--- config.mk ---
export PLATFORM = sky130hd
export DESIGN_NAME = spw_six_phase_pwm
export DESIGN_NICKNAME = d
export VERILOG_FILES = /design/src/spw_pkg.sv /design/src/spw_six_phase_pwm.sv
export SDC_FILE = /design/constraint.sdc
export NUM_CORES = 1
export LEC_CHECK = 0
export BUFFER_PORTS_ARGS = -buffer_cell sky130_fd_sc_hd__buf_2
export CAP_MARGIN = 25
export CELL_PAD_IN_SITES_DETAIL_PLACEMENT = 0
export CELL_PAD_IN_SITES_GLOBAL_PLACEMENT = 1
export CORE_AREA = 2 2 195 197
export DETAILED_ROUTE_END_ITERATION = 7
export DIE_AREA = 0 0 197 199
export GPL_TIMING_DRIVEN = 0
export PLACE_DENSITY_LB_ADDON = 0.1
export SYNTH_ARGS = -nofsm -noshare
export SYNTH_HDL_FRONTEND = slang
export SYNTH_SLANG_ARGS = --single-unit
--- constraint.sdc ---
create_clock -name pclk -period 5.5 [get_ports pclk]
set_input_delay 0.275 -clock pclk [delete_from_list [all_inputs] [get_ports pclk]]
set_output_delay 0.275 -clock pclk [all_outputs]
set_load 0.1 [all_outputs]
--- src/spw_pkg.sv ---
// Package: register map, field layout, reset values and types of the six-phase PWM block
package spw_pkg;

    // ==========================================================
    // Register byte offsets
    localparam logic [11:0] SPW_OFF_CTRL      = 12'h000;
    localparam logic [11:0] SPW_OFF_CYCLE     = 12'h004;
    localparam logic [11:0] SPW_OFF_DUTY_U    = 12'h008;
    localparam logic [11:0] SPW_OFF_DUTY_V    = 12'h00c;
    localparam logic [11:0] SPW_OFF_DUTY_W    = 12'h010;
    localparam logic [11:0] SPW_OFF_DEADTIME  = 12'h014;
    localparam logic [11:0] SPW_OFF_CULL      = 12'h018;
    localparam logic [11:0] SPW_OFF_STATUS    = 12'h01c;
    localparam logic [11:0] SPW_OFF_SHUTOFF   = 12'h020;

    // ==========================================================
    // Timer control register fields
    localparam int SPW_CTRL_RUN_BIT   = 0;
    localparam int SPW_CTRL_MODE_LSB  = 1;
    localparam int SPW_CTRL_ANYTIME   = 4;
    localparam int SPW_CTRL_INTERMIT  = 5;
    localparam logic [2:0] SPW_MODE_SIX_PHASE = 3'h7;

    // ==========================================================
    // Cull option register fields
    localparam int SPW_CULL_CREST_EN  = 7;
    localparam int SPW_CULL_VALLEY_EN = 6;

    // ==========================================================
    // Output shutoff control register fields
    localparam int SPW_SH_ENABLE   = 7;
    localparam int SPW_SH_CLR_COND = 6;
    localparam int SPW_SH_FALLING  = 5;
    localparam int SPW_SH_RISING   = 4;
    localparam int SPW_SH_TRIGGER  = 3;
    localparam int SPW_SH_CLEAR    = 2;
    localparam int SPW_SH_FLAG     = 0;

    // ==========================================================
    // Reset values and counter constants
    localparam logic [15:0] SPW_CYCLE_RESET = 16'hffff;
    localparam logic [15:0] SPW_DUTY_RESET  = 16'h0000;
    localparam logic [9:0]  SPW_DT_RESET    = 10'h000;
    localparam logic [7:0]  SPW_CULL_RESET  = 8'h00;
    localparam logic [15:0] SPW_VALLEY_CNT  = 16'h0001;

    // ==========================================================
    // Types
    typedef enum logic [2:0] {
        SPW_IDLE = 3'b001,
        SPW_UP   = 3'b010,
        SPW_DOWN = 3'b100
    } spw_cnt_state_type;

    typedef struct packed {
        logic enable;
        logic clr_cond;
        logic falling;
        logic rising;
    } spw_shutoff_cfg_type;

    typedef struct packed {
        logic [2:0] value;
        logic [2:0] enable;
    } spw_pin_group_type;

endpackage : spw_pkg

--- src/spw_six_phase_pwm.sv ---
// Six-phase PWM generator with dead time, buffered compares and output shutoff
//
// The address map and the APB slave port were decided locally.
`timescale 1ns/1ps
module spw_six_phase_pwm
    import spw_pkg::*;
(
    // Clock and reset
    input  wire logic               pclk,
    input  wire logic               presetn,
    // APB slave
    input  wire logic               psel,
    input  wire logic               penable,
    input  wire logic               pwrite,
    input  wire logic [11:0]        paddr,
    input  wire logic [31:0]        pwdata,
    output logic      [31:0]        prdata,
    output logic                    pready,
    output logic                    pslverr,
    // Fault pin
    input  wire logic               motor_fault_input,
    // Gate driver pins
    output spw_pin_group_type       high_side_output,
    output spw_pin_group_type       low_side_output,
    // Carrier events
    output logic                    crest_irq,
    output logic                    valley_irq
);

    // ==========================================================
    // Declarations
    logic                   ctrl_run;
    logic [2:0]             timer_mode_field;
    logic                   ctrl_anytime;
    logic                   ctrl_intermittent;
    logic [15:0]            cycle_buf;
    logic [15:0]            cycle_act;
    logic [15:0]            duty_buf [0:2];
    logic [15:0]            duty_act [0:2];
    logic [9:0]             dead_time_compare;
    logic [7:0]             cull_buf;
    logic [7:0]             cull_act;
    logic                   batch_armed;
    logic [4:0]             cull_cnt;
    logic [15:0]            carrier_cnt;
    spw_cnt_state_type      cnt_state;
    spw_cnt_state_type      next_cnt_state;
    logic [15:0]            next_carrier_cnt;
    spw_shutoff_cfg_type    shutoff_cfg;
    logic                   shutoff_status_flag;
    logic                   next_flag;
    logic                   fault_sync1;
    logic                   fault_sync2;
    logic                   fault_prev;
    logic [2:0]             wave_now;
    logic [2:0]             hs_next;
    logic [2:0]             ls_next;
    logic [31:0]            next_prdata;

    // ==========================================================
    // APB decode
    wire apb_setup  = psel & ~penable;
    wire apb_write  = psel & penable & pwrite & pready;
    wire sel_ctrl   = (paddr == SPW_OFF_CTRL);
    wire sel_cycle  = (paddr == SPW_OFF_CYCLE);
    wire sel_du     = (paddr == SPW_OFF_DUTY_U);
    wire sel_dv     = (paddr == SPW_OFF_DUTY_V);
    wire sel_dw     = (paddr == SPW_OFF_DUTY_W);
    wire sel_dt     = (paddr == SPW_OFF_DEADTIME);
    wire sel_cull   = (paddr == SPW_OFF_CULL);
    wire sel_status = (paddr == SPW_OFF_STATUS);
    wire sel_shut   = (paddr == SPW_OFF_SHUTOFF);
    wire addr_hit   = sel_ctrl | sel_cycle | sel_du | sel_dv | sel_dw | sel_dt
                    | sel_cull | sel_status | sel_shut;
    wire [2:0] sel_duty = {sel_dw, sel_dv, sel_du};

    // ==========================================================
    // Carrier counter control
    wire running     = ctrl_run & (timer_mode_field == SPW_MODE_SIX_PHASE);
    wire dir_down    = (cnt_state == SPW_DOWN);
    wire crest_ev    = (cnt_state == SPW_UP) & (carrier_cnt == cycle_act);
    wire valley_ev   = dir_down & (carrier_cnt == SPW_VALLEY_CNT);
    wire [16:0] m_plus_one = {1'b0, cycle_act} + 17'h00001;

    always_comb begin
        next_cnt_state   = cnt_state;
        next_carrier_cnt = carrier_cnt;
        unique case (cnt_state)
            SPW_IDLE: begin
                next_carrier_cnt = 16'h0000;
                if (running) begin
                    next_cnt_state = SPW_UP;
                end
            end
            SPW_UP: begin
                next_carrier_cnt = carrier_cnt + 16'h0001;
                if (crest_ev) begin
                    next_cnt_state = SPW_DOWN;
                end
            end
            SPW_DOWN: begin
                if (valley_ev) begin
                    next_cnt_state   = SPW_UP;
                    next_carrier_cnt = 16'h0000;
                end else begin
                    next_carrier_cnt = carrier_cnt - 16'h0001;
                end
            end
            default: begin
                next_cnt_state   = SPW_IDLE;
                next_carrier_cnt = 16'h0000;
            end
        endcase
        if (!running) begin
            next_cnt_state   = SPW_IDLE;
            next_carrier_cnt = 16'h0000;
        end
    end

    always_ff @(posedge pclk or negedge presetn) begin
        if (!presetn) begin
            cnt_state   <= SPW_IDLE;
            carrier_cnt <= 16'h0000;
        end else begin
            cnt_state   <= next_cnt_state;
            carrier_cnt <= next_carrier_cnt;
        end
    end

    // ==========================================================
    // Interrupt culling and transfer timing
    wire [4:0] cull_num  = cull_act[4:0];
    wire cull_src        = (crest_ev & cull_act[SPW_CULL_CREST_EN])
                         | (valley_ev & cull_act[SPW_CULL_VALLEY_EN]);
    wire cull_fire       = cull_src & (cull_cnt == cull_num);
    wire direct_load     = ctrl_anytime | ~running;
    wire xfer_point      = ctrl_intermittent ? cull_fire : (crest_ev | valley_ev);
    wire xfer_now        = running & ~ctrl_anytime & batch_armed & xfer_point;

    always_ff @(posedge pclk or negedge presetn) begin
        if (!presetn) begin
            cull_cnt   <= 5'h00;
            crest_irq  <= 1'b0;
            valley_irq <= 1'b0;
        end else begin
            if (!running || cull_fire) begin
                cull_cnt <= 5'h00;
            end else if (cull_src) begin
                cull_cnt <= cull_cnt + 5'h01;
            end
            crest_irq  <= cull_fire & crest_ev;
            valley_irq <= cull_fire & valley_ev;
        end
    end

    // ==========================================================
    // Timer configuration and buffered compare registers
    always_ff @(posedge pclk or negedge presetn) begin
        if (!presetn) begin
            ctrl_run          <= 1'b0;
            timer_mode_field  <= 3'h0;
            ctrl_anytime      <= 1'b0;
            ctrl_intermittent <= 1'b0;
            dead_time_compare <= SPW_DT_RESET;
        end else if (apb_write && sel_ctrl) begin
            ctrl_run          <= pwdata[SPW_CTRL_RUN_BIT];
            timer_mode_field  <= pwdata[SPW_CTRL_MODE_LSB +: 3];
            ctrl_anytime      <= pwdata[SPW_CTRL_ANYTIME];
            ctrl_intermittent <= pwdata[SPW_CTRL_INTERMIT];
        end else if (apb_write && sel_dt) begin
            dead_time_compare <= pwdata[9:0];
        end
    end

    always_ff @(posedge pclk or negedge presetn) begin
        if (!presetn) begin
            cycle_buf   <= SPW_CYCLE_RESET;
            cycle_act   <= SPW_CYCLE_RESET;
            cull_buf    <= SPW_CULL_RESET;
            cull_act    <= SPW_CULL_RESET;
            batch_armed <= 1'b0;
        end else begin
            if (apb_write && sel_cycle) begin
                cycle_buf <= pwdata[15:0];
            end
            if (apb_write && sel_cycle && direct_load) begin
                cycle_act <= pwdata[15:0];
            end else if (xfer_now) begin
                cycle_act <= cycle_buf;
            end
            if (apb_write && sel_cull) begin
                cull_buf <= pwdata[7:0];
            end
            if (apb_write && sel_cull && direct_load) begin
                cull_act <= pwdata[7:0];
            end else if (xfer_now) begin
                cull_act <= cull_buf;
            end
            // Phase U duty write arms the batch transfer
            if (apb_write && sel_du && !direct_load) begin
                batch_armed <= 1'b1;
            end else if (xfer_now || direct_load) begin
                batch_armed <= 1'b0;
            end
        end
    end

    always_ff @(posedge pclk or negedge presetn) begin
        if (!presetn) begin
            for (int i = 0; i < 3; i++) begin
                duty_buf[i] <= SPW_DUTY_RESET;
                duty_act[i] <= SPW_DUTY_RESET;
            end
        end else begin
            for (int i = 0; i < 3; i++) begin
                if (apb_write && sel_duty[i]) begin
                    duty_buf[i] <= pwdata[15:0];
                end
                if (apb_write && sel_duty[i] && direct_load) begin
                    duty_act[i] <= pwdata[15:0];
                end else if (xfer_now) begin
                    duty_act[i] <= duty_buf[i];
                end
            end
        end
    end

    // ==========================================================
    // Phase waves and dead-time counters
    genvar p;
    generate
        for (p = 0; p < 3; p++) begin : g_phase
            logic       wave_q;
            logic [9:0] dt_cnt;
            logic [9:0] next_dt;
            wire        over = ({1'b0, duty_act[p]} > m_plus_one);
            // Up: high from duty to M; down: high above duty; a duty above M+1 holds the wave high for the whole down count
            wire        cmp_hi = dir_down ? (carrier_cnt > duty_act[p])
                                          : (carrier_cnt >= duty_act[p]);
            assign wave_now[p] = running & (over ? dir_down : cmp_hi);
            assign next_dt = (wave_now[p] != wave_q) ? 10'h000
                           : (dt_cnt >= dead_time_compare) ? dt_cnt
                           : dt_cnt + 10'h001;
            wire        dt_done = (next_dt >= dead_time_compare);
            assign hs_next[p] = wave_now[p] & dt_done;
            assign ls_next[p] = running & ~wave_now[p] & dt_done;

            always_ff @(posedge pclk or negedge presetn) begin
                if (!presetn) begin
                    wave_q <= 1'b0;
                    dt_cnt <= 10'h000;
                end else begin
                    wave_q <= wave_now[p];
                    dt_cnt <= next_dt;
                end
            end
        end
    endgenerate

    // ==========================================================
    // Fault pin synchroniser and shutoff control
    always_ff @(posedge pclk or negedge presetn) begin
        if (!presetn) begin
            fault_sync1 <= 1'b0;
            fault_sync2 <= 1'b0;
            fault_prev  <= 1'b0;
        end else begin
            fault_sync1 <= motor_fault_input;
            fault_sync2 <= fault_sync1;
            fault_prev  <= fault_sync2;
        end
    end

    wire fault_active = (shutoff_cfg.rising & fault_sync2)
                      | (shutoff_cfg.falling & ~fault_sync2);
    wire fault_edge   = shutoff_cfg.enable
                      & ((shutoff_cfg.rising & fault_sync2 & ~fault_prev)
                      | (shutoff_cfg.falling & ~fault_sync2 & fault_prev));
    wire shut_wr      = apb_write & sel_shut;
    wire trig_ok      = shut_wr & shutoff_cfg.enable & pwdata[SPW_SH_TRIGGER]
                      & ~fault_active;
    wire clr_ok       = shut_wr & shutoff_cfg.enable & pwdata[SPW_SH_CLEAR]
                      & ~(shutoff_cfg.clr_cond & fault_active);

    always_comb begin
        next_flag = shutoff_status_flag;
        if (!shutoff_cfg.enable) begin
            next_flag = 1'b0;
        end else if (fault_edge || trig_ok) begin
            next_flag = 1'b1;
        end else if (clr_ok) begin
            next_flag = 1'b0;
        end
    end

    always_ff @(posedge pclk or negedge presetn) begin
        if (!presetn) begin
            shutoff_cfg         <= '0;
            shutoff_status_flag <= 1'b0;
        end else begin
            if (shut_wr) begin
                shutoff_cfg.enable   <= pwdata[SPW_SH_ENABLE];
                shutoff_cfg.clr_cond <= pwdata[SPW_SH_CLR_COND];
                shutoff_cfg.falling  <= pwdata[SPW_SH_FALLING];
                shutoff_cfg.rising   <= pwdata[SPW_SH_RISING];
            end
            shutoff_status_flag <= next_flag;
        end
    end

    // ==========================================================
    // Pin outputs
    always_ff @(posedge pclk or negedge presetn) begin
        if (!presetn) begin
            high_side_output <= '0;
            low_side_output  <= '0;
        end else begin
            high_side_output.value  <= hs_next;
            low_side_output.value   <= ls_next;
            high_side_output.enable <= {3{~next_flag}};
            low_side_output.enable  <= {3{~next_flag}};
        end
    end

    // ==========================================================
    // APB read and answer
    always_comb begin
        next_prdata = 32'h0000_0000;
        unique case (1'b1)
            sel_ctrl:   next_prdata[5:0] = {ctrl_intermittent, ctrl_anytime,
                                            timer_mode_field, ctrl_run};
            sel_cycle:  next_prdata[15:0] = cycle_buf;
            sel_du:     next_prdata[15:0] = duty_buf[0];
            sel_dv:     next_prdata[15:0] = duty_buf[1];
            sel_dw:     next_prdata[15:0] = duty_buf[2];
            sel_dt:     next_prdata[9:0]  = dead_time_compare;
            sel_cull:   next_prdata[7:0]  = cull_buf;
            sel_status: next_prdata[16:0] = {dir_down, carrier_cnt};
            sel_shut:   next_prdata[7:0]  = {shutoff_cfg, 3'h0,
                                             shutoff_status_flag};
            default:    next_prdata = 32'h0000_0000;
        endcase
    end

    always_ff @(posedge pclk or negedge presetn) begin
        if (!presetn) begin
            prdata  <= 32'h0000_0000;
            pready  <= 1'b0;
            pslverr <= 1'b0;
        end else begin
            pready  <= apb_setup;
            pslverr <= apb_setup & ~addr_hit;
            if (apb_setup && !pwrite) begin
                prdata <= next_prdata;
            end
        end
    end

endmodule : spw_six_phase_pwm

== Yosys cells after proc, flatten, opt, wreduce, memory -nomap -nowiden ==
Cells that the tools add are included.

* Add/sub/neg operators: 7
* Multiply operators: 0
* Div/mod/pow operators: 0
* Magnitude comparators: 15
* Eq/ne operators: 20
* Shifts and indexed selects: 0
* Muxes and demuxes: 42
* Bitwise operators: 66
* Reduce and logical (&&, ||, !) cells: 30

{| class="wikitable"
|+ Operators with widths
! cell !! number
|-
| $mux W16 || 10
|-
| $ge A10 B10 Y1 || 6
|-
| $mux W10 || 6
|-
| $pmux W6 S9 || 1
|-
| $gt A16 B17 Y1 || 3
|-
| $eq A12 B5 Y1 const B || 4
|-
| $ge A16 B16 Y1 || 3
|-
| $gt A16 B16 Y1 || 3
|-
| $and A1 B1 Y1 || 40
|-
| $pmux W16 S2 || 1
|-
| $add A10 B1 Y10 const B || 3
|-
| $pmux W6 S5 || 1
|-
| $eq A12 B4 Y1 const B || 2
|-
| $add A16 B1 Y17 const B || 1
|-
| $add A16 B1 Y16 const B || 1
|-
| $eq A16 B1 Y1 const B || 1
|-
| $eq A16 B16 Y1 || 1
|-
| $mux W8 || 2
|-
| $pmux W2 S8 || 1
|-
| $sub A16 B1 Y16 const B || 1
|-
| $logic_and A1 B1 Y1 || 14
|-
| $reduce_bool A2 Y1 || 7
|-
| $mux W1 || 13
|-
| $not A1 Y1 || 13
|-
| 19 further kinds || 42
|}

* Flip-flop bits (word level): 254
* Bits in latches: 0
* Bits in writable memories: 0
* ROM bits: 0
* Input port bits: 50
* Output and inout bits: 48
* Word-level logic and storage cells: 221
* Memories kept: 0

== Longest topological paths before layout ==
Gate-level depths: netlist of run 1.

* Depth after elaboration: 11
* Gate-level depth with buffers: 27
* Depth with buffers taken out: 25

== Worst setup path before layout of run 1 ==
OpenSTA, ideal clock, no wires.

* Kind: register -> register
* From: register cycle_act[2]
* To: register low_side_output[4] in the netlist's numbering
* Library setup time: 129 ps
* Arrival: 5009 ps
* Required time: 5371 ps
* Path slack: 362 ps
* Stages on the path, launching flop included: 27
* Path buffers: 1
* Period minus slack after synthesis: 5138 ps
* Cell sequence: dfstp_2 > buf_2 > and3_1 > and3_1 > nand2_1 > nor2_1 > and2_1 > nand2_1 > xor2_1 > ha_1 > nand3_1 > nor2_1 > nand3_1 > a22oi_1 > nor2_1 > or4_4 > and3_1 > or3_1 > ha_1 > nand2b_1 > a21o_1 > a21o_1 > a21o_1 > a211oi_1 > o21ai_0 > a31oi_1 > nor4_1

* Word-level cells in the longest chain between the ends: 8
* Elaborated cells on any way between the ends: 10
* Classes of those cells: add/sub: 1; order compare: 2; eq/ne: 1; mux: 2; bitwise: 4

{| class="wikitable"
|+ RTL lines
! element !! line !! RTL
|-
| start: declaration || spw_six_phase_pwm.sv:37 || <nowiki>logic [15:0] cycle_act;</nowiki>
|-
| start signal: assignment || spw_six_phase_pwm.sv:187 || <nowiki>cycle_act <= pwdata[15:0];</nowiki>
|-
| start signal: assignment || spw_six_phase_pwm.sv:189 || <nowiki>cycle_act <= cycle_buf;</nowiki>
|-
| $add A16 B1 Y17 (*) || spw_six_phase_pwm.sv:83 || <nowiki>wire [16:0] m_plus_one = {1'b0, cycle_act} + 17'h00001;</nowiki>
|-
| $gt A16 B17 Y1 (*) || spw_six_phase_pwm.sv:236 || <nowiki>wire over = ({1'b0, duty_act[p]} > m_plus_one);</nowiki>
|-
| $mux W1 (*) || spw_six_phase_pwm.sv:240 || <nowiki>assign wave_now[p] = running & (over ? dir_down : cmp_hi);</nowiki>
|-
| $and A1 B1 Y1 (*) || spw_six_phase_pwm.sv:240 ||
|-
| $ne A1 B1 Y1 || spw_six_phase_pwm.sv:241 || <nowiki>assign next_dt = (wave_now[p] != wave_q) ? 10'h000</nowiki>
|-
| $mux W10 || spw_six_phase_pwm.sv:241 ||
|-
| $ge A10 B10 Y1 || spw_six_phase_pwm.sv:244 || <nowiki>wire dt_done = (next_dt >= dead_time_compare);</nowiki>
|-
| $and A1 B1 Y1 (*) || spw_six_phase_pwm.sv:246 || <nowiki>assign ls_next[p] = running & ~wave_now[p] & dt_done;</nowiki>
|-
| via ls_next[1] || spw_six_phase_pwm.sv:57 || <nowiki>logic [2:0] ls_next;</nowiki>
|-
| end: declaration || spw_six_phase_pwm.sv:24 || <nowiki>output spw_pin_group_type low_side_output,</nowiki>
|}

Mark *: on every way through the listed nets, which the timed path passes. The rest lies on a longest branch.
A chain may end at the register's enable or synchronous reset.

== Worst setup path in the final report of run 1 ==
* From: register cycle_act[7]
* To: register low_side_output[4] in the netlist's numbering

Same word-level chain as after synthesis.

==> key figures, run 1 <==
Pwr
  • P per Cell Area: roughly 230 nW/µm²
  • Peak supply drop: 0.199 mV
  • Leak pwr: about 9.5 nW

Worst setup path
  • R2R setup slack: roughly 0.19 ns
  • Reg-to-Reg Start: cycle_act[7]
  • Req. time, crit path: 5.93 ns
  • Worst setup EP type: flop
  • R2R depth: 20
  • Crit path kind: flop to flop
  • CP startpoint kind: flop
  • Reg2Reg Capture Point: low_side_output[4]
  • Crit path max fanout: 7
  • Arr. time, crit path: between 5 and 6 ns

STA
  • Least-Margin Pin Slew: 0.889 ns
  • Slew headroom: between 40% and 50%
  • FMAX: 0.188 GHz
  • RSZ-0062 raised after global routing: yes
  • Setup Viol. Count Final: 0
  • Period Utilization, post-route: a little over nine tenths
  • Final hold slack: 0.0389 ns
  • Max Clock Skew: ~0.022 ns
  • Fin. max-slew vios: 0
  • Setup ws final: 0.188 ns
  • Setup TNS: 0 ns
  • Fin crit period: 5.31 ns
  • Hold Violations, Final: 0

CTS
  • CTS H-Tree Depth: 1
  • Clk slew on worst S/H paths: 0.07 ns
  • Clock Path Buffers: 3
  • Root buffer cell: clkbuf_16
  • Clock sink count: 253
  • CTS tree: done
  • Clk Latency, worst-skew pair: 0.58 ns
  • CTS Buf Count: 30

Placement
  • Cell count after placement: 2175
  • Place WS: -0.718 ns
  • GP Congestion: between 0.9 and 1
  • Port buffer count: 63
  • HPWL after detailed placement: around 40000 µm

GRT
  • Pin count of the biggest net entering global routing: 107
  • Remaining Overflow, GRT: 0
  • Number of global-route vias before repair: 12800
  • Total Routing Usage GR: 27.3%
  • First-pass GRT wire length: 80200 µm
  • Initial antenna violation count: 1

Floorplan
  • Effective utilization at floorplan: a little over two fifths
  • Io pins: 98
  • Die area: around 39000 µm²
  • Die W: 197 µm
  • # rows: 71
  • Core area: 37100 µm²
  • Die height: 199 µm

Synthesis
  • Cell taking the most area after synthesis: dfrtp_1
  • Syn_area_per_cell: approximately 9.9 µm²
  • #FFs+latches synth: 253
  • Top FF cell, synth: dfrtp_1
  • Area share of the leading cell type in the synthesized netlist: 34.3%
  • Mapped Area: approximately 16000 µm²
  • Seq/Total Area, Yosys: 39.7%
  • Ys Warns: 0
  • EDFF count, synth: 0
  • Post-Synthesis Cells: ~1600
  • Asr flop ratio synth: between 90% and 100%
  • Ranking of synthesized cells by area: dfrtp_1 (34%), ha_1 (13%), mux2_2 (6.0%), dfstp_2 (5.4%), mux2i_1 (4.8%)
  • Distinct cells, synth: 70

Detailed routing
  • Vias/cell: about 5.8
  • WL final: 52900 µm
  • Drt drc: 0
  • Post-DR wirelength/cell: between 20 and 25 µm
  • First DRT Iteration DRCs: roughly 1000
  • Pre-antenna DRT Iters: 5
  • DRT antenna net count: 0
  • Vias: 13100

Min path
  • WHS Path Cells: 3
  • Hold Path Sink: pready
  • HP Class: input pin to flop
  • Worst Hold Launch: penable

Final layout
  • Filler cell count: 3509
  • Final net count: 1988
  • Fraction of layout instances using a drive strength above 1: 20.5%
  • Finished Layout Cells: 2275
  • Ant. Diodes: 0
  • Area grow syn2layout: 17.6%

Outcome
  • Run status: finished clean

Job
  • Max-cap violations: 0
[layout by cell type, fill, tap and decap left out, types with 10 or more instances in the layout]
master	n
a22oi_1	25
nand4_1	37
a21oi_1	44
and3_1	21
nor2b_1	13
mux2i_1	77
a31oi_1	15
dlygate4sd3_1	19
and4_1	11
mux2_2	86
clkbuf_1	55
a211oi_1	10
a21o_1	25
nor3_1	38
nand2_1	131
nor4_1	16
conb_1	15
buf_2	74
dfstp_2	33
buf_4	51
ha_1	156
o21ai_0	99
a221oi_1	15
xnor2_1	38
nand2b_1	18
clkbuf_16	30
xor2_1	24
nor2_1	91
dfrtp_1	220
o21ai_1	25
inv_1	73
nand3_1	30
[how the worst max path moves through the flow]
| stage | startpoint | endpoint | slack, ns | cells after the start |
|---|---|---|---|---|
| detailed placement | cycle_act[1] | high_side_output[3] | -0.72 | 24 |
| floorplan | cycle_act[2] | low_side_output[4] | 0.36 | 26 |
| finish | cycle_act[7] | low_side_output[4] | 0.19 | 20 |
| global route | cycle_act[1] | low_side_output[5] | -0.01 | 23 |
| global placement | cycle_act[0] | low_side_output[3] | -0.73 | 24 |
| CTS | cycle_act[3] | low_side_output[5] | 0.0003 | 25 |
[routing by layer]
metal  share of wire, %  routed length [µm]  global-route usage [%]  vias to the layer above
li1                   -                   -                       -                     6212
met1                 44               23500                    37.1                     6441
met2                 46               24500                    44.6                      365
met3                6.1                3240                    4.58                       67
met4                3.1                1620                    8.60                        2
met5              0.021                  11                       0                        -
[cell usage after synthesis, types with 6 or more instances]
cell      count
a22oi_1      26
a41oi_1       8
and4_1       11
xor2_1       29
a22o_1        8
nand4_1      37
nand2_1     134
buf_4        24
nor4_1       19
buf_2         9
dfstp_2      33
mux2i_1      77
o31ai_1       7
a222oi_1      9
ha_1        161
inv_1        73
o21ai_1      21
and3_1       24
a221oi_1     16
or3_1         6
nand3_1      33
a21oi_1      48
nand2b_1     18
clkbuf_1     50
dfrtp_1     220
a21o_1       25
a31oi_1      17
o21ai_0     106
xnor2_1      40
nor2b_1      13
o21a_1        6
a211oi_1     14
and2_1        7
nor3_1       40
buf_6         8
nor2_1       95
mux2_2       86
[power by group]
group / switching (mW) / internal, mW / total [mW]
Sequential: 0.0132 / 1.88 / 1.90
Clock: 0.838 / 1.26 / 2.10
Combinational: 0.299 / 0.0649 / 0.364
Total: 1.15 / 3.21 / 4.36
[worst max-delay path: stages, from the launching register on]
cell      delay (ns)
dfstp_2         0.52
buf_2           0.19
nand4_1         0.19
buf_4           0.18
buf_4           0.12
o31ai_1         0.54
and2_1          0.31
xnor2_1         0.09
a41o_1          0.31
or4_4           0.56
and3_4          0.20
or3_1           0.35
ha_1            0.27
nand2b_1        0.14
a21o_1          0.17
a21o_1          0.17
a21o_1          0.18
a211oi_2        0.21
o21ai_2         0.11
a31oi_4         0.26
nor4_2          0.07
[kinds of logic after synthesis]
family,after synthesis,share of synthesized area (%)
adder cells (fa/ha/maj),161,12.5
multiplexers,163,10.8
other,1,0.0234
flip-flops,253,39.7
AO/OA/AOI/OAI,347,14.0
AND/OR/NAND/NOR,451,13.9
XOR/XNOR,71,4.01
buffers and inverters,169,4.97
[state kept, by name, indices dropped and copies added, names as in the netlist, 3 cells and up]
signal             count
carrier_cnt           16
cycle_buf             16
duty_buf              48
cull_act               7
low_side_output        4
dead_time_compare     10
cull_cnt               5
cnt_state              3
shutoff_cfg            4
g_phase.wave_q         3
timer_mode_field       3
duty_act              48
prdata                17
g_phase.dt_cnt        30
cycle_act             16
high_side_output       3
cull_buf               8
[per-stage QoR]
stage | power, mW | area [µm²] | util, %
after floorplan | 2.17 | 16100 | -
after global placement | 2.28 | 17000 | 45.8
after detailed placement | 2.28 | 17100 | 46.1
after CTS | 4.41 | 18500 | 49.9
after global routing | 4.52 | 18900 | 50.8
final | 4.36 | 18900 | 50.8
[what timing repair did]
item                                    CTS  global route
pin swaps                                11            31
cloned                                    0             0
hold buffers                             19             0
resized for setup                        29            34
hold endpoints to repair                 85             0
endpoints found under the setup margin    6             6
buffers inserted                          9            16
[final cells by class]
cell class / instances / area (µm²) / share of cell area, %
Buffer: 94 / 517 / 2.74
Clock buffer: 45 / 897 / 4.75
Clock inverter: 11 / 144 / 0.762
Inverter: 73 / 274 / 1.45
Multi-Input combinational cell: 1208 / 9270 / 49.1
Sequential cell: 253 / 6370 / 33.8
Tap cell: 474 / 593 / 3.14
Timing Repair Buffer: 117 / 803 / 4.26
Power figures use the tool's default switching activity.
==> run 2: changes to the inputs <==
--- a/config.mk
+++ b/config.mk
@@ -9,9 +9,9 @@
 export CAP_MARGIN = 25
 export CELL_PAD_IN_SITES_DETAIL_PLACEMENT = 0
 export CELL_PAD_IN_SITES_GLOBAL_PLACEMENT = 1
-export CORE_AREA = 2 2 195 197
+export CORE_AREA = 2 2 184 204
 export DETAILED_ROUTE_END_ITERATION = 7
-export DIE_AREA = 0 0 197 199
+export DIE_AREA = 0 0 186 206
 export GPL_TIMING_DRIVEN = 0
 export PLACE_DENSITY_LB_ADDON = 0.1
 export SYNTH_ARGS = -nofsm -noshare
==> constraint.sdc (replaced) <==
create_clock -name pclk -period 5.7 [get_ports pclk]
set_input_delay 0.285 -clock pclk [delete_from_list [all_inputs] [get_ports pclk]]
set_output_delay 0.285 -clock pclk [all_outputs]
set_load 0.1 [all_outputs]
==> run 2 against run 1 <==
Against the previous run: cell area down 1.2%; die area decreased by 2.3%; routed wire length is 0.95% lower; flip-flop and latch count did not move; critical path depth rose by 4; register-to-register slack about the same; worst setup slack better by 0.0064 ns; non-clock buffer count shrank 13; critical path type unchanged; highest routed layer is now met4.
==> key figures, run 2 (synthesized netlist as in run 1, its figures left out) <==
Outcome
  • Run status: finished clean (unchanged)

Floorplan
  • Effective utilization at floorplan: 43.9% (was 43.2%)
  • Die height: 206 µm (was 199 µm)
  • Die area: 38300 µm² (was 39200 µm²)
  • Die W: 186 µm (was 197 µm)
  • Core area: 36600 µm² (was 37100 µm²)
  • # rows: 74 (was 71)
  • Io pins: 98 (unchanged)

Final layout
  • Biggest registers after layout: duty_act: 48 flops, duty_buf: 48 flops, g_phase.dt_cnt: 30 flops (unchanged)
  • Finished Layout Cells: 2282 (was 2275)
  • Filler cell count: 3440 (was 3509)
  • Area grow syn2layout: 16.1% (was 17.6%)
  • Commonest cells after routing, fill and taps aside: dfrtp_1 (220), ha_1 (160), nand2_1 (133), o21ai_0 (101), nor2_1 (91) (was dfrtp_1 (220), ha_1 (156), nand2_1 (131), o21ai_0 (99), nor2_1 (91))
  • Ant. Diodes: 0 (unchanged)
  • Area occupied by multi-input gates: 9130 µm² (was 9270 µm²)
  • Most common cell after layout, fill and taps aside: dfrtp_1 (unchanged)
  • Register Area: 6370 µm² (unchanged)
  • Final net count: 1975 (was 1988)
  • Finished Cell Area: 18600 µm² (was 18900 µm²)
  • Fraction of layout instances using a drive strength above 1: 19.1% (was 20.5%)

GRT
  • Total Routing Usage GR: 27.8% (was 27.3%)
  • Pin count of the biggest net entering global routing: 117 (was 107)
  • Initial antenna violation count: 0 (was 1)
  • First-pass GRT wire length: 79000 µm (was 80200 µm)
  • Number of global-route vias before repair: 12700 (was 12800)
  • Remaining Overflow, GRT: 0 (unchanged)

Worst setup path
  • CP startpoint kind: flop (unchanged)
  • Arr. time, crit path: 5.92 ns (was 5.75 ns)
  • Req. time, crit path: 6.12 ns (was 5.93 ns)
  • Crit path max-delay family: compound AO/OA/AOI/OAI gates (unchanged)
  • Crit path max-delay cell type: dfstp_2 (was or4_4)
  • Worst setup EP type: flop (unchanged)
  • CP peak stage delay: 0.52 ns (was 0.56 ns)
  • Crit path cell chain: buf_2, nand4_1, nor3_4, nand3_1, xor2_2, buf_4, ha_1, nand4_1, nor4_2, a211oi_2, o2111a_1, a31o_2, xor2_2, buf_4, nand2b_1, ha_1, nand2b_1, a21o_1, a21o_1, a21o_1, a211oi_1, o21ai_1, a31oi_2, nor3_1 (was buf_2, nand4_1, buf_4, buf_4, o31ai_1, and2_1, xnor2_1, a41o_1, or4_4, and3_4, or3_1, ha_1, nand2b_1, a21o_1, a21o_1, a21o_1, a211oi_2, o21ai_2, a31oi_4, nor4_2)
  • CP bufs+invs: 3 (unchanged)
  • Most used cell, CP: a21o_1 (unchanged)
  • Crit path max fanout: 10 (was 7)
  • Crit path kind: flop to flop (unchanged)

CTS
  • Clk slew on worst S/H paths: 0.06 ns (was 0.07 ns)
  • Clk Latency, worst-skew pair: 0.60 ns (was 0.58 ns)
  • CTS tree: done (unchanged)
  • Clock sink count: 253 (unchanged)
  • CTS H-Tree Depth: 1 (unchanged)
  • Clock Path Buffers: 3 (unchanged)
  • Root buffer cell: clkbuf_16 (unchanged)
  • CTS Buf Count: 30 (unchanged)

STA
  • Fin crit period: 5.51 ns (was 5.31 ns)
  • Setup TNS: 0 ns (unchanged)
  • Period Utilization, post-route: 96.6% (about the same)
  • Max Clock Skew: 0.0262 ns (was 0.0218 ns)
  • Setup Viol. Count Final: 0 (unchanged)
  • Hold Violations, Final: 0 (unchanged)
  • Least-Margin Pin Slew: 0.883 ns (was 0.889 ns)
  • FMAX: 0.182 GHz (was 0.188 GHz)
  • Fin. max-slew vios: 0 (unchanged)
  • Slew headroom: 41.0% (was 40.2%)

Pwr
  • Pwr Total: 4.15 mW (was 4.36 mW)
  • Leak pwr: 9.39 nW (was 9.50 nW)
  • P per Cell Area: 223 nW/µm² (was 231 nW/µm²)
  • Peak supply drop: 0.290 mV (was 0.199 mV)

Placement
  • GP Congestion: 0.863 (was 0.945)
  • Placed cell area: 17200 µm² (was 17100 µm²)
  • Cell count after placement: 2196 (was 2175)
  • Port buffer count: 63 (unchanged)
  • HPWL after detailed placement: 39600 µm (was 39900 µm)

Detailed routing
  • DRT antenna net count: 0 (unchanged)
  • WL final: 52400 µm (was 52900 µm)
  • Pre-antenna DRT Iters: 5 (unchanged)
  • Vias: 13200 (was 13100)
  • Drt drc: 0 (unchanged)
  • Post-DR wirelength/cell: 22.9 µm (was 23.2 µm)
  • Vias/cell: 5.77 (was 5.75)
  • First DRT Iteration DRCs: 1023 (was 992)

Job
  • Max-cap violations: 0 (unchanged)

Min path
  • HP Class: input pin to flop (unchanged)
-- run 2: cell types whose count changed in the layout (fill, tap and decap cells not counted), moves of 3 or more --
cell     before  now
buf_4        51   39
o21ai_1      25   22
ha_1        156  160
a21oi_1      44   47
ha_4          5    1
a21oi_2       4    1
-- run 2: per-layer routing --
metal  vias to the layer above  GRT usage [%]  part of all wire (%)
met5                         -          0.133                     0
met4                         0           12.7                   5.0
met3                       108           3.21                   5.3
met2                       397           45.6                    47
met1                      6485           36.9                    43
li1                       6185              -                     -
-- run 2: path summary, 6_finish.rpt --
| kind | end | startpoint | cells after the start | slack (ns) |
|---|---|---|---|---|
| max | low_side_output[5] | cycle_act[6] | 24 | 0.19 |
| min | pready | penable | 3 | 0.04 |
| max reg2reg | low_side_output[5] | cycle_act[6] | 24 | 0.19 |
| min reg2reg | fault_sync2 | fault_sync1 | 0 | 0.35 |
| max in group asynchronous | g_phase[1].wave_q | presetn | 4 | 4.12 |
| min in group asynchronous | prdata[11] | presetn | 2 | 0.17 |
-- run 2: repair_timing --
action	4_1_cts	5_1_grt
hold buffers	20	0
setup endpoints to repair	6	6
setup buffers	4	7
endpoints found under the hold margin	78	0
resized for setup	18	24
pin swaps	2	19
-- run 2: cell type report --
type,count,area share [%]
Buffer,94,2.77
Multi-Input combinational cell,1208,49.0
Timing Repair Buffer,104,3.81
Sequential cell,253,34.2
Inverter,73,1.47
Tap cell,494,3.32
Clock buffer,41,4.62
Clock inverter,15,0.866
-- run 2: power by group --
group / total [mW] / switching, mW / internal (mW)
registers: 1.83 / 0.0124 / 1.82
logic: 0.350 / 0.288 / 0.0623
clock network: 1.97 / 0.822 / 1.15
total: 4.15 / 1.12 / 3.03
-- run 2: per-stage QoR --
step | worst slack (ns) | util [%] | hold slack [ns]
2_1_floorplan | 0.562 | - | -0.0106
3_3_place_gp | -0.484 | 46.6 | 0.339
3_5_place_dp | -0.504 | 46.9 | 0.210
4_1_cts | -0.00815 | 50.5 | 0.0139
5_1_grt | -0.0745 | 51.0 | 0.0509
6_report | 0.194 | 51.0 | 0.0391
-- run 2: tightest hold or removal path, stage by stage --
cell	delay, ns
buf_2	0.09
nand2b_1	0.17
inv_1	0.05
